$ cat src/dsr_defs.vh
`ifndef DSR_DEFS_VH
`define DSR_DEFS_VH

// ==========================================================
// clock rate
// ==========================================================
`define DSR_CLK_MHZ      100

// ==========================================================
// word layout
// ==========================================================
`define DSR_CMD_W        8
`define DSR_DATA_W       24
`define DSR_CNT_W        5
// command bit that selects a read (1) or a write (0)
`define DSR_CMD_RD_BIT   7
// command field that selects the target register
`define DSR_CMD_SEL_MSB  6
`define DSR_CMD_SEL_LSB  0

// ==========================================================
// timing
// ==========================================================
// width of one low acknowledge pulse, least time
`define DSR_ACK_NS       40
`define DSR_ACK_CYC      ((`DSR_ACK_NS * `DSR_CLK_MHZ + 999) / 1000)
// high impedance gap while a shared pin turns round, least time
`define DSR_TURN_NS      20
`define DSR_TURN_CYC     ((`DSR_TURN_NS * `DSR_CLK_MHZ + 999) / 1000)
`define DSR_TIMER_W      4

// ==========================================================
// reset values
// ==========================================================
`define DSR_RST_SER_OUT  1'b1
`define DSR_RST_STATUS   2'h0
`define DSR_RST_STAT_OE  1'b1

`endif

$ cat src/dsr_debug_port.v
`include "dsr_defs.vh"

// Notes on behaviour
// - serial input taken only in debug mode
// - command and data words arrive msb first
// - input bits captured on serial clock fall
// - output bits launched on serial clock rise
// - outside debug, shared pins show status
// - output word comes from selected register
// - outgoing word shifted msb first
// - low pulse on entering debug mode
// - low pulse when read data ready
// - low pulse requesting write data
// - low pulse after write data stored
// - input/status0 pin floats while turning round
// - clock/status1 pin floats while turning round
// - debug request halts core into debug
module dsr_debug_port #(
  parameter CMD_W  = `DSR_CMD_W,
  parameter DATA_W = `DSR_DATA_W
) (
  input  wire              clk,
  input  wire              rst_b,
  // shared serial input / status 0 pin
  input  wire              dbg_ser_in,
  output reg               op_status_0,
  output reg               op_status_0_oe,
  // shared serial clock / status 1 pin
  input  wire              dbg_ser_clk,
  output reg               op_status_1,
  output reg               op_status_1_oe,
  // serial output with acknowledge pulses
  output reg               dbg_ser_out,
  // debug request pin, active low
  input  wire              debug_request_n,
  // core side
  input  wire              core_in_debug,
  input  wire [1:0]        core_status,
  output reg               core_halt_req,
  output reg  [CMD_W-1:0]  dbg_cmd,
  output reg               dbg_cmd_strobe,
  input  wire [DATA_W-1:0] dbg_rd_data,
  input  wire              dbg_rd_valid,
  output reg  [DATA_W-1:0] dbg_wr_data,
  output reg               dbg_wr_strobe,
  input  wire              dbg_wr_done
);

  // ==========================================================
  // constants
  // ==========================================================
  localparam [3:0] ST_RUN    = 4'h0;  // core running, port idle
  localparam [3:0] ST_ACK    = 4'h1;  // low acknowledge pulse
  localparam [3:0] ST_HOLD   = 4'h2;  // wait for request release
  localparam [3:0] ST_CMD    = 4'h3;  // shift in a command
  localparam [3:0] ST_DEC    = 4'h4;  // decode the command
  localparam [3:0] ST_RDWAIT = 4'h5;  // wait for read data
  localparam [3:0] ST_RDSH   = 4'h6;  // shift read data out
  localparam [3:0] ST_WRSH   = 4'h7;  // shift write data in
  localparam [3:0] ST_WRGO   = 4'h8;  // hand write data to core
  localparam [3:0] ST_WRWAIT = 4'h9;  // wait for write done

  localparam integer            ACK_I    = `DSR_ACK_CYC;   // pulse width in cycles
  localparam integer            TURN_I   = `DSR_TURN_CYC;  // float gap in cycles
  localparam [`DSR_TIMER_W-1:0] ACK_CYC  = ACK_I[`DSR_TIMER_W-1:0];
  localparam [`DSR_TIMER_W-1:0] TURN_CYC = TURN_I[`DSR_TIMER_W-1:0];
  localparam [`DSR_CNT_W-1:0]   CMD_LAST = CMD_W[`DSR_CNT_W-1:0] - {{(`DSR_CNT_W-1){1'b0}}, 1'b1};
  localparam [`DSR_CNT_W-1:0]   DAT_LAST = DATA_W[`DSR_CNT_W-1:0] - {{(`DSR_CNT_W-1){1'b0}}, 1'b1};
  localparam [`DSR_CNT_W-1:0]   DAT_DONE = DATA_W[`DSR_CNT_W-1:0];

  // ==========================================================
  // declarations
  // ==========================================================
  wire                    ck_s;         // synchronised serial clock
  wire                    din_s;        // synchronised serial input
  wire                    req_n_s;      // synchronised request
  reg                     ck_prev_reg;  // serial clock one cycle ago
  reg                     req_prev_reg; // request one cycle ago
  wire                    ck_fall;      // falling edge seen
  wire                    ck_rise;      // rising edge seen
  wire                    req_fall;     // request newly asserted
  reg  [3:0]              state_reg;    // port controller state
  reg  [3:0]              ret_reg;      // state after the pulse
  reg  [`DSR_TIMER_W-1:0] ack_cnt_reg;  // pulse length timer
  reg  [`DSR_CNT_W-1:0]   bit_cnt_reg;  // bits moved so far
  wire                    in_shift;     // shift input register
  wire                    out_shift;    // shift output register
  wire                    out_load;     // load output register
  wire [DATA_W-1:0]       in_q;         // received bits
  wire [DATA_W-1:0]       out_q;        // bits still to send
  reg                     pin_dbg_reg;  // role the pins are in
  reg  [`DSR_TIMER_W-1:0] turn_cnt_reg; // turnaround timer

  // ==========================================================
  // synchronisers and edge detect
  // ==========================================================
  // serial clock idles low through the pull-down
  dsr_sync2 #(.RST_VAL(1'b0)) u_sync_ck (
    .clk      (clk),
    .rst_b    (rst_b),
    .async_in (dbg_ser_clk),
    .sync_out (ck_s)
  );

  dsr_sync2 #(.RST_VAL(1'b0)) u_sync_din (
    .clk      (clk),
    .rst_b    (rst_b),
    .async_in (dbg_ser_in),
    .sync_out (din_s)
  );

  // request idles high through the pull-up
  dsr_sync2 #(.RST_VAL(1'b1)) u_sync_req (
    .clk      (clk),
    .rst_b    (rst_b),
    .async_in (debug_request_n),
    .sync_out (req_n_s)
  );

  // previous values for edge finding
  always @(posedge clk) begin
    if (!rst_b) begin
      ck_prev_reg  <= 1'b0;
      req_prev_reg <= 1'b1;
    end else begin
      ck_prev_reg  <= ck_s;
      req_prev_reg <= req_n_s;
    end
  end

  // the clock limit of clk/8 leaves each level several samples
  assign ck_fall  = ck_prev_reg & ~ck_s;
  assign ck_rise  = ~ck_prev_reg & ck_s;
  assign req_fall = req_prev_reg & ~req_n_s;

  // ==========================================================
  // shift registers
  // ==========================================================
  // bits enter only while a word is expected in debug mode
  assign in_shift  = ck_fall & ((state_reg == ST_CMD) |
                                (state_reg == ST_WRSH));
  assign out_shift = ck_rise & (state_reg == ST_RDSH) &
                     (bit_cnt_reg != DAT_DONE);
  assign out_load  = (state_reg == ST_RDWAIT) & dbg_rd_valid;

  // first bit received ends up at the top
  dsr_shreg #(.WIDTH(DATA_W)) u_in_sh (
    .clk      (clk),
    .rst_b    (rst_b),
    .load     (1'b0),
    .load_val ({DATA_W{1'b0}}),
    .shift_en (in_shift),
    .ser_in   (din_s),
    .q        (in_q)
  );

  // top bit is always the next to send
  dsr_shreg #(.WIDTH(DATA_W)) u_out_sh (
    .clk      (clk),
    .rst_b    (rst_b),
    .load     (out_load),
    .load_val (dbg_rd_data),
    .shift_en (out_shift),
    .ser_in   (1'b0),
    .q        (out_q)
  );

  // ==========================================================
  // port controller
  // ==========================================================
  // sequences commands, data and acknowledge pulses
  always @(posedge clk) begin
    if (!rst_b) begin
      state_reg      <= ST_RUN;
      ret_reg        <= ST_RUN;
      ack_cnt_reg    <= {`DSR_TIMER_W{1'b0}};
      bit_cnt_reg    <= {`DSR_CNT_W{1'b0}};
      dbg_ser_out    <= `DSR_RST_SER_OUT;
      core_halt_req  <= 1'b0;
      dbg_cmd        <= {CMD_W{1'b0}};
      dbg_cmd_strobe <= 1'b0;
      dbg_wr_data    <= {DATA_W{1'b0}};
      dbg_wr_strobe  <= 1'b0;
    end else begin
      // strobes last one cycle
      dbg_cmd_strobe <= 1'b0;
      dbg_wr_strobe  <= 1'b0;
      // halt request held from request until the core stops
      if (core_in_debug) begin
        core_halt_req <= 1'b0;
      end else if (!req_n_s) begin
        core_halt_req <= 1'b1;
      end
      if (!core_in_debug) begin
        // leaving debug mode drops any transfer
        state_reg   <= ST_RUN;
        dbg_ser_out <= `DSR_RST_SER_OUT;
        bit_cnt_reg <= {`DSR_CNT_W{1'b0}};
      end else if ((state_reg == ST_RUN) ||
                   (req_fall && state_reg != ST_ACK && state_reg != ST_HOLD)) begin
        // debug entry, or a request in debug that resets the controller:
        // acknowledge, drop any half word, wait for the request to go
        state_reg   <= ST_ACK;
        ret_reg     <= ST_HOLD;
        ack_cnt_reg <= ACK_CYC;
        dbg_ser_out <= 1'b0;
        bit_cnt_reg <= {`DSR_CNT_W{1'b0}};
      end else begin
        case (state_reg)
          ST_ACK: begin
            // hold the line low for the pulse width
            if (ack_cnt_reg == {{(`DSR_TIMER_W-1){1'b0}}, 1'b1}) begin
              dbg_ser_out <= 1'b1;
              state_reg   <= ret_reg;
              bit_cnt_reg <= {`DSR_CNT_W{1'b0}};
            end else begin
              ack_cnt_reg <= ack_cnt_reg - {{(`DSR_TIMER_W-1){1'b0}}, 1'b1};
            end
          end
          ST_HOLD: begin
            // no command bits until the request is released
            if (req_n_s) begin
              state_reg <= ST_CMD;
            end
          end
          ST_CMD: begin
            // count command bits on falling edges
            if (ck_fall) begin
              if (bit_cnt_reg == CMD_LAST) begin
                state_reg <= ST_DEC;
              end
              bit_cnt_reg <= bit_cnt_reg + {{(`DSR_CNT_W-1){1'b0}}, 1'b1};
            end
          end
          ST_DEC: begin
            // latch the command, it selects the register
            dbg_cmd        <= in_q[CMD_W-1:0];
            dbg_cmd_strobe <= 1'b1;
            bit_cnt_reg    <= {`DSR_CNT_W{1'b0}};
            if (in_q[`DSR_CMD_RD_BIT]) begin
              state_reg <= ST_RDWAIT;
            end else begin
              // ask the controller for the write word
              state_reg   <= ST_ACK;
              ret_reg     <= ST_WRSH;
              ack_cnt_reg <= ACK_CYC;
              dbg_ser_out <= 1'b0;
            end
          end
          ST_RDWAIT: begin
            // data loaded: tell the controller to clock it out
            if (dbg_rd_valid) begin
              state_reg   <= ST_ACK;
              ret_reg     <= ST_RDSH;
              ack_cnt_reg <= ACK_CYC;
              dbg_ser_out <= 1'b0;
            end
          end
          ST_RDSH: begin
            // launch on rise; after the last bit, end on a fall
            if (out_shift) begin
              dbg_ser_out <= out_q[DATA_W-1];
              bit_cnt_reg <= bit_cnt_reg + {{(`DSR_CNT_W-1){1'b0}}, 1'b1};
            end else if (ck_fall && bit_cnt_reg == DAT_DONE) begin
              dbg_ser_out <= 1'b1;
              state_reg   <= ST_CMD;
              bit_cnt_reg <= {`DSR_CNT_W{1'b0}};
            end
          end
          ST_WRSH: begin
            // count write data bits on falling edges
            if (ck_fall) begin
              if (bit_cnt_reg == DAT_LAST) begin
                state_reg <= ST_WRGO;
              end
              bit_cnt_reg <= bit_cnt_reg + {{(`DSR_CNT_W-1){1'b0}}, 1'b1};
            end
          end
          ST_WRGO: begin
            // hand the assembled word to the core
            dbg_wr_data   <= in_q;
            dbg_wr_strobe <= 1'b1;
            state_reg     <= ST_WRWAIT;
          end
          ST_WRWAIT: begin
            // word stored: confirm to the controller
            if (dbg_wr_done) begin
              state_reg   <= ST_ACK;
              ret_reg     <= ST_CMD;
              ack_cnt_reg <= ACK_CYC;
              dbg_ser_out <= 1'b0;
            end
          end
          default: begin
            state_reg   <= ST_RUN;
            dbg_ser_out <= `DSR_RST_SER_OUT;
          end
        endcase
      end
    end
  end

  // ==========================================================
  // shared status pins
  // ==========================================================
  // outputs show status outside debug; float for a gap on each change
  always @(posedge clk) begin
    if (!rst_b) begin
      pin_dbg_reg    <= 1'b0;
      turn_cnt_reg   <= {`DSR_TIMER_W{1'b0}};
      op_status_0    <= 1'b0;
      op_status_1    <= 1'b0;
      op_status_0_oe <= `DSR_RST_STAT_OE;
      op_status_1_oe <= `DSR_RST_STAT_OE;
    end else begin
      // status values follow the core every cycle
      op_status_0 <= core_status[0];
      op_status_1 <= core_status[1];
      if (core_in_debug != pin_dbg_reg) begin
        // role change: release both pins first
        pin_dbg_reg    <= core_in_debug;
        turn_cnt_reg   <= TURN_CYC;
        op_status_0_oe <= 1'b0;
        op_status_1_oe <= 1'b0;
      end else if (turn_cnt_reg != {`DSR_TIMER_W{1'b0}}) begin
        // gap over: drive only when not in debug mode
        if (turn_cnt_reg == {{(`DSR_TIMER_W-1){1'b0}}, 1'b1}) begin
          op_status_0_oe <= ~pin_dbg_reg;
          op_status_1_oe <= ~pin_dbg_reg;
        end
        turn_cnt_reg <= turn_cnt_reg - {{(`DSR_TIMER_W-1){1'b0}}, 1'b1};
      end
    end
  end

endmodule

$ cat src/dsr_shreg.v
// ==========================================================
// msb-first shift register with parallel load
// ==========================================================
module dsr_shreg #(
  parameter WIDTH = 24
) (
  input  wire             clk,
  input  wire             rst_b,
  input  wire             load,
  input  wire [WIDTH-1:0] load_val,
  input  wire             shift_en,
  input  wire             ser_in,
  output reg  [WIDTH-1:0] q
);

  // load wins over shift; shifting moves bits toward the msb
  always @(posedge clk) begin
    if (!rst_b) begin
      q <= {WIDTH{1'b0}};
    end else if (load) begin
      q <= load_val;
    end else if (shift_en) begin
      q <= {q[WIDTH-2:0], ser_in};
    end
  end

endmodule

$ cat src/dsr_sync2.v
// ==========================================================
// two flop synchroniser for one level from outside the clock
// ==========================================================
module dsr_sync2 #(
  parameter RST_VAL = 1'b0
) (
  input  wire clk,
  input  wire rst_b,
  input  wire async_in,
  output reg  sync_out
);

  reg meta_reg;  // first stage, read only by the second stage

  // two stages in series, reset to the idle level
  always @(posedge clk) begin
    if (!rst_b) begin
      meta_reg <= RST_VAL;
      sync_out <= RST_VAL;
    end else begin
      meta_reg <= async_in;
      sync_out <= meta_reg;
    end
  end

endmodule

$ cat config.mk
export PLATFORM = sky130hd
export DESIGN_NAME = dsr_debug_port
export DESIGN_NICKNAME = d
export VERILOG_FILES = /design/src/dsr_debug_port.v /design/src/dsr_shreg.v /design/src/dsr_sync2.v
export VERILOG_INCLUDE_DIRS = /design/src
export SDC_FILE = /design/constraint.sdc
export NUM_CORES = 1
export LEC_CHECK = 0
export BUFFER_PORTS_ARGS = -buffer_cell sky130_fd_sc_hd__buf_2
export CAP_MARGIN = 30
export CORE_UTILIZATION = 50
export DETAILED_ROUTE_END_ITERATION = 12
export PLACE_DENSITY = 0.73
export SYNTH_ARGS = -nofsm -noshare
export SYNTH_HDL_FRONTEND = slang
export SYNTH_HIERARCHICAL = 1
export SYNTH_SLANG_ARGS = --single-unit
$ cat constraint.sdc
create_clock -name clk -period 2.1 [get_ports clk]
set_clock_uncertainty 0.1 [all_clocks]
set_input_delay 0.21 -clock clk [delete_from_list [all_inputs] [get_ports clk]]
set_output_delay 0.21 -clock clk [all_outputs]
set_load 0.02 [all_outputs]
==> results.md <==
* Initial antenna violation count at 0
* Nets at 772
* Final period utilization at 105.6%
* Final wirelength at 13630 µm
* GRT overflow at 0
* Clock sink count at 116
* Vias post-DR at 4672
* Core area at 10890 µm²
* M3 GR Usage at 5.993%
* Ant diodes at 0
* Port-buffer cells at 73
* WL/cell at 15.38 µm
* Overall Global Routing Usage at 23.71%
* Fin crit period at 2.217 ns
* Final ANT Viol Nets at 0
* Clk_lat worst skew at 0.53 ns
* M1 GR Usage at 28.54%
* Initial core utilization at 51.47%
* HPWL after detailed placement at 8106 µm
* Final Hold Fails at 0
* Fmax at 0.4511 GHz
* First DRT Iteration DRCs at 281
* #FFs+latches synth at 116
* Yosys cell types at 60
* Cell Pwr Density at 775.6 nW/µm²
* Synth top area share at 41.44%
* Commonest non-fill, non-tap cell in the layout: dfxtp_1
* CTS Buf Count at 17
* First-pass GRT wire length at 21210 µm
* Layout cell share with drive strength beyond 1 at 33.91%
* Pre-CTS setup slack at -0.06106 ns
* Sw Share at 21.71%
* Vias per cell at 5.273
* Post-Syn Instances at 562
* H-tree levels at 4
* Pint at 4.668 mW
* Clk buf depth at 2
* Worst VDD drop at 637.2 µV
* Failing checks: negative setup slack
* Ys Warns at 6
* Worst-Margin Slew at 0.5461 ns
* Top FF cell, synth: dfxtp_1
* Area of the mapped netlist at 5604 µm²
* Clock share of power at 54.3%
* GP Congestion at 0.8667
* Worst Path Max Fanout at 6
* Crit Path Class: register to register
* Top Ports at 74
* Ys async rst share at 0%
* Rel. slew slack at 63.26%
* Register area share after synthesis at 41.44%
* Commonest non-fill, non-tap cells in the layout: dfxtp_1 (110), buf_2 (73), nand2_1 (61)
* Pins Over Slew Limit at 0
* # rows at 38
* Root buffer cell: clkbuf_8
* Biggest regs: dbg_wr_data (24), u_in_sh/q (24), u_out_sh/q (24)
* Placed cells at 804
* Reg power frac at 38.7%
* Setup ws final at -0.1166 ns
* Arrival time worst endpoint at 2.54 ns
* Post-synth EDFFs at 0
* Switch Pwr at 1.295 mW
* Largest net degree at the start of global routing at 49
* Met2 Resource Use GR at 40.57%
* Residual DRC at 0
* Final setup fails at 26
* GRT Max-Usage Layer: met2
* TritonRoute pass-1 iters at 5
* Hold WC Path Type: primary input to register
* Comb pwr share at 7.0%
* Mean area per synthesized cell at 9.972 µm²
* Total power at 5.963 mW
* Area contributors post-synth: dfxtp_1 (41%), mux2_4 (11%), o211a_1 (8.6%)
* CP endpoint kind: register
* Post-synth top area cell: dfxtp_1
* Clk slew on worst S/H paths at 0.06 ns
* Worst EP required at 2.42 ns
* CTS tree: yes
* Chip Height at 107.9 µm
* Area delta synth->final at 37.17%
* Vias in the first global route at 4539
* Status: complete, but fails checks
* Startpoint types: register
* Max-cap check violation count at 0
* Die Footprint at 11640 µm²
* RSZ-0062 raised after global routing: true
* Finished Layout Cells at 886
* DIE WIDTH at 107.9 µm
* Total leakage power at 3.665 nW
path summary, 6_finish.rpt:
kind,from,end,slack [ns],cells past startpoint
worst max-delay path,bit_cnt_reg[0],u_out_sh/q[8],-0.12,9
worst min register to register,u_sync_req/meta_reg,u_sync_req/sync_out,0.33,1
worst max register to register,bit_cnt_reg[0],u_out_sh/q[8],-0.12,9
worst min-delay path,dbg_rd_valid,u_out_sh/q[2],0.27,6
worst max-delay path: stages (launching register included):
cell and delay, ns:
dfxtp_2 0.33, inv_2 0.05, ha_4 0.14, and4b_2 0.26
nor4_4 0.26, buf_4 0.19, clkbuf_16 0.14, buf_8 0.13
mux2_4 0.30, o211a_1 0.20
cells in the mapped netlist (4+ instances only):
master,count
dfxtp_1,116
and2_1,7
nand3_1,8
nand2_1,61
mux2_2,9
mux2i_1,13
nand2b_1,59
clkbuf_1,17
nor3_1,6
a21oi_1,42
o211a_1,48
mux2_4,40
buf_2,14
buf_12,4
or4_1,6
nor3b_1,4
a211oi_1,4
o21ai_0,6
nor2_1,27
ha_1,5
inv_1,10
power by group through the flow:
stage | logic (mW) | registers, mW | clock network (mW)
after floorplan | 0.237 | 2.35 | 0
after global placement | 0.338 | 2.35 | 0
after detailed placement | 0.347 | 2.36 | 0
after CTS | 0.399 | 2.31 | 3.28
after global routing | 0.456 | 2.32 | 3.38
final | 0.419 | 2.31 | 3.24
layout make-up:
type	count	area (µm²)
flip-flops and latches	116	2335
fillers	783	3201
well taps	140	175.2
inverters	11	41.29
repair buffers	166	1280
clock inverters	11	195.2
multi-input cells	421	3192
clock buffers	21	469.2
routing by layer:
metal | vias to the layer above | wire (µm) | share of wire [%]
li1 | 2314 | - | -
met1 | 2232 | 5973 | 44
met2 | 107 | 6925 | 51
met3 | 19 | 504 | 3.7
met4 | 0 | 226 | 1.7
met5 | - | 0 | 0
timing repair:
item | CTS | global route
buffers inserted | 0 | 16
gates resized for setup | 4 | 38
gates cloned | 0 | 2
hold endpoints to repair | 35 | 0
hold buffers | 32 | 0
pin swaps | 2 | 22
endpoints found under the setup margin | 31 | 69
through the flow:
stage / util [%] / hold slack, ns / instance area, µm² / setup TNS [ns]
after global placement: 58.66 / 0.2892 / 6387 / -0.02047
after global routing: 70.60 / 0.3011 / 7687 / -3.675
after CTS: 67.86 / 0.2501 / 7388 / -0.1055
after detailed placement: 58.66 / 0.2957 / 6387 / -0.3225
final: 70.60 / 0.2701 / 7687 / -2.008
after floorplan: - / 0.1830 / 5712 / 0
logic make-up after synthesis:
group	count (synthesis)	synth area share, %
DFF	116	41.44
buffers and inverters	52	5.492
and+or+nand+nor	200	19.11
other	1	0.06691
xor gates and xnor gates	1	0.1563
AOI/OAI and AO/OA	125	17.77
muxes	62	14.85
adders and majority gates	5	1.116
No activity file was read; power rests on OpenSTA's default activity.
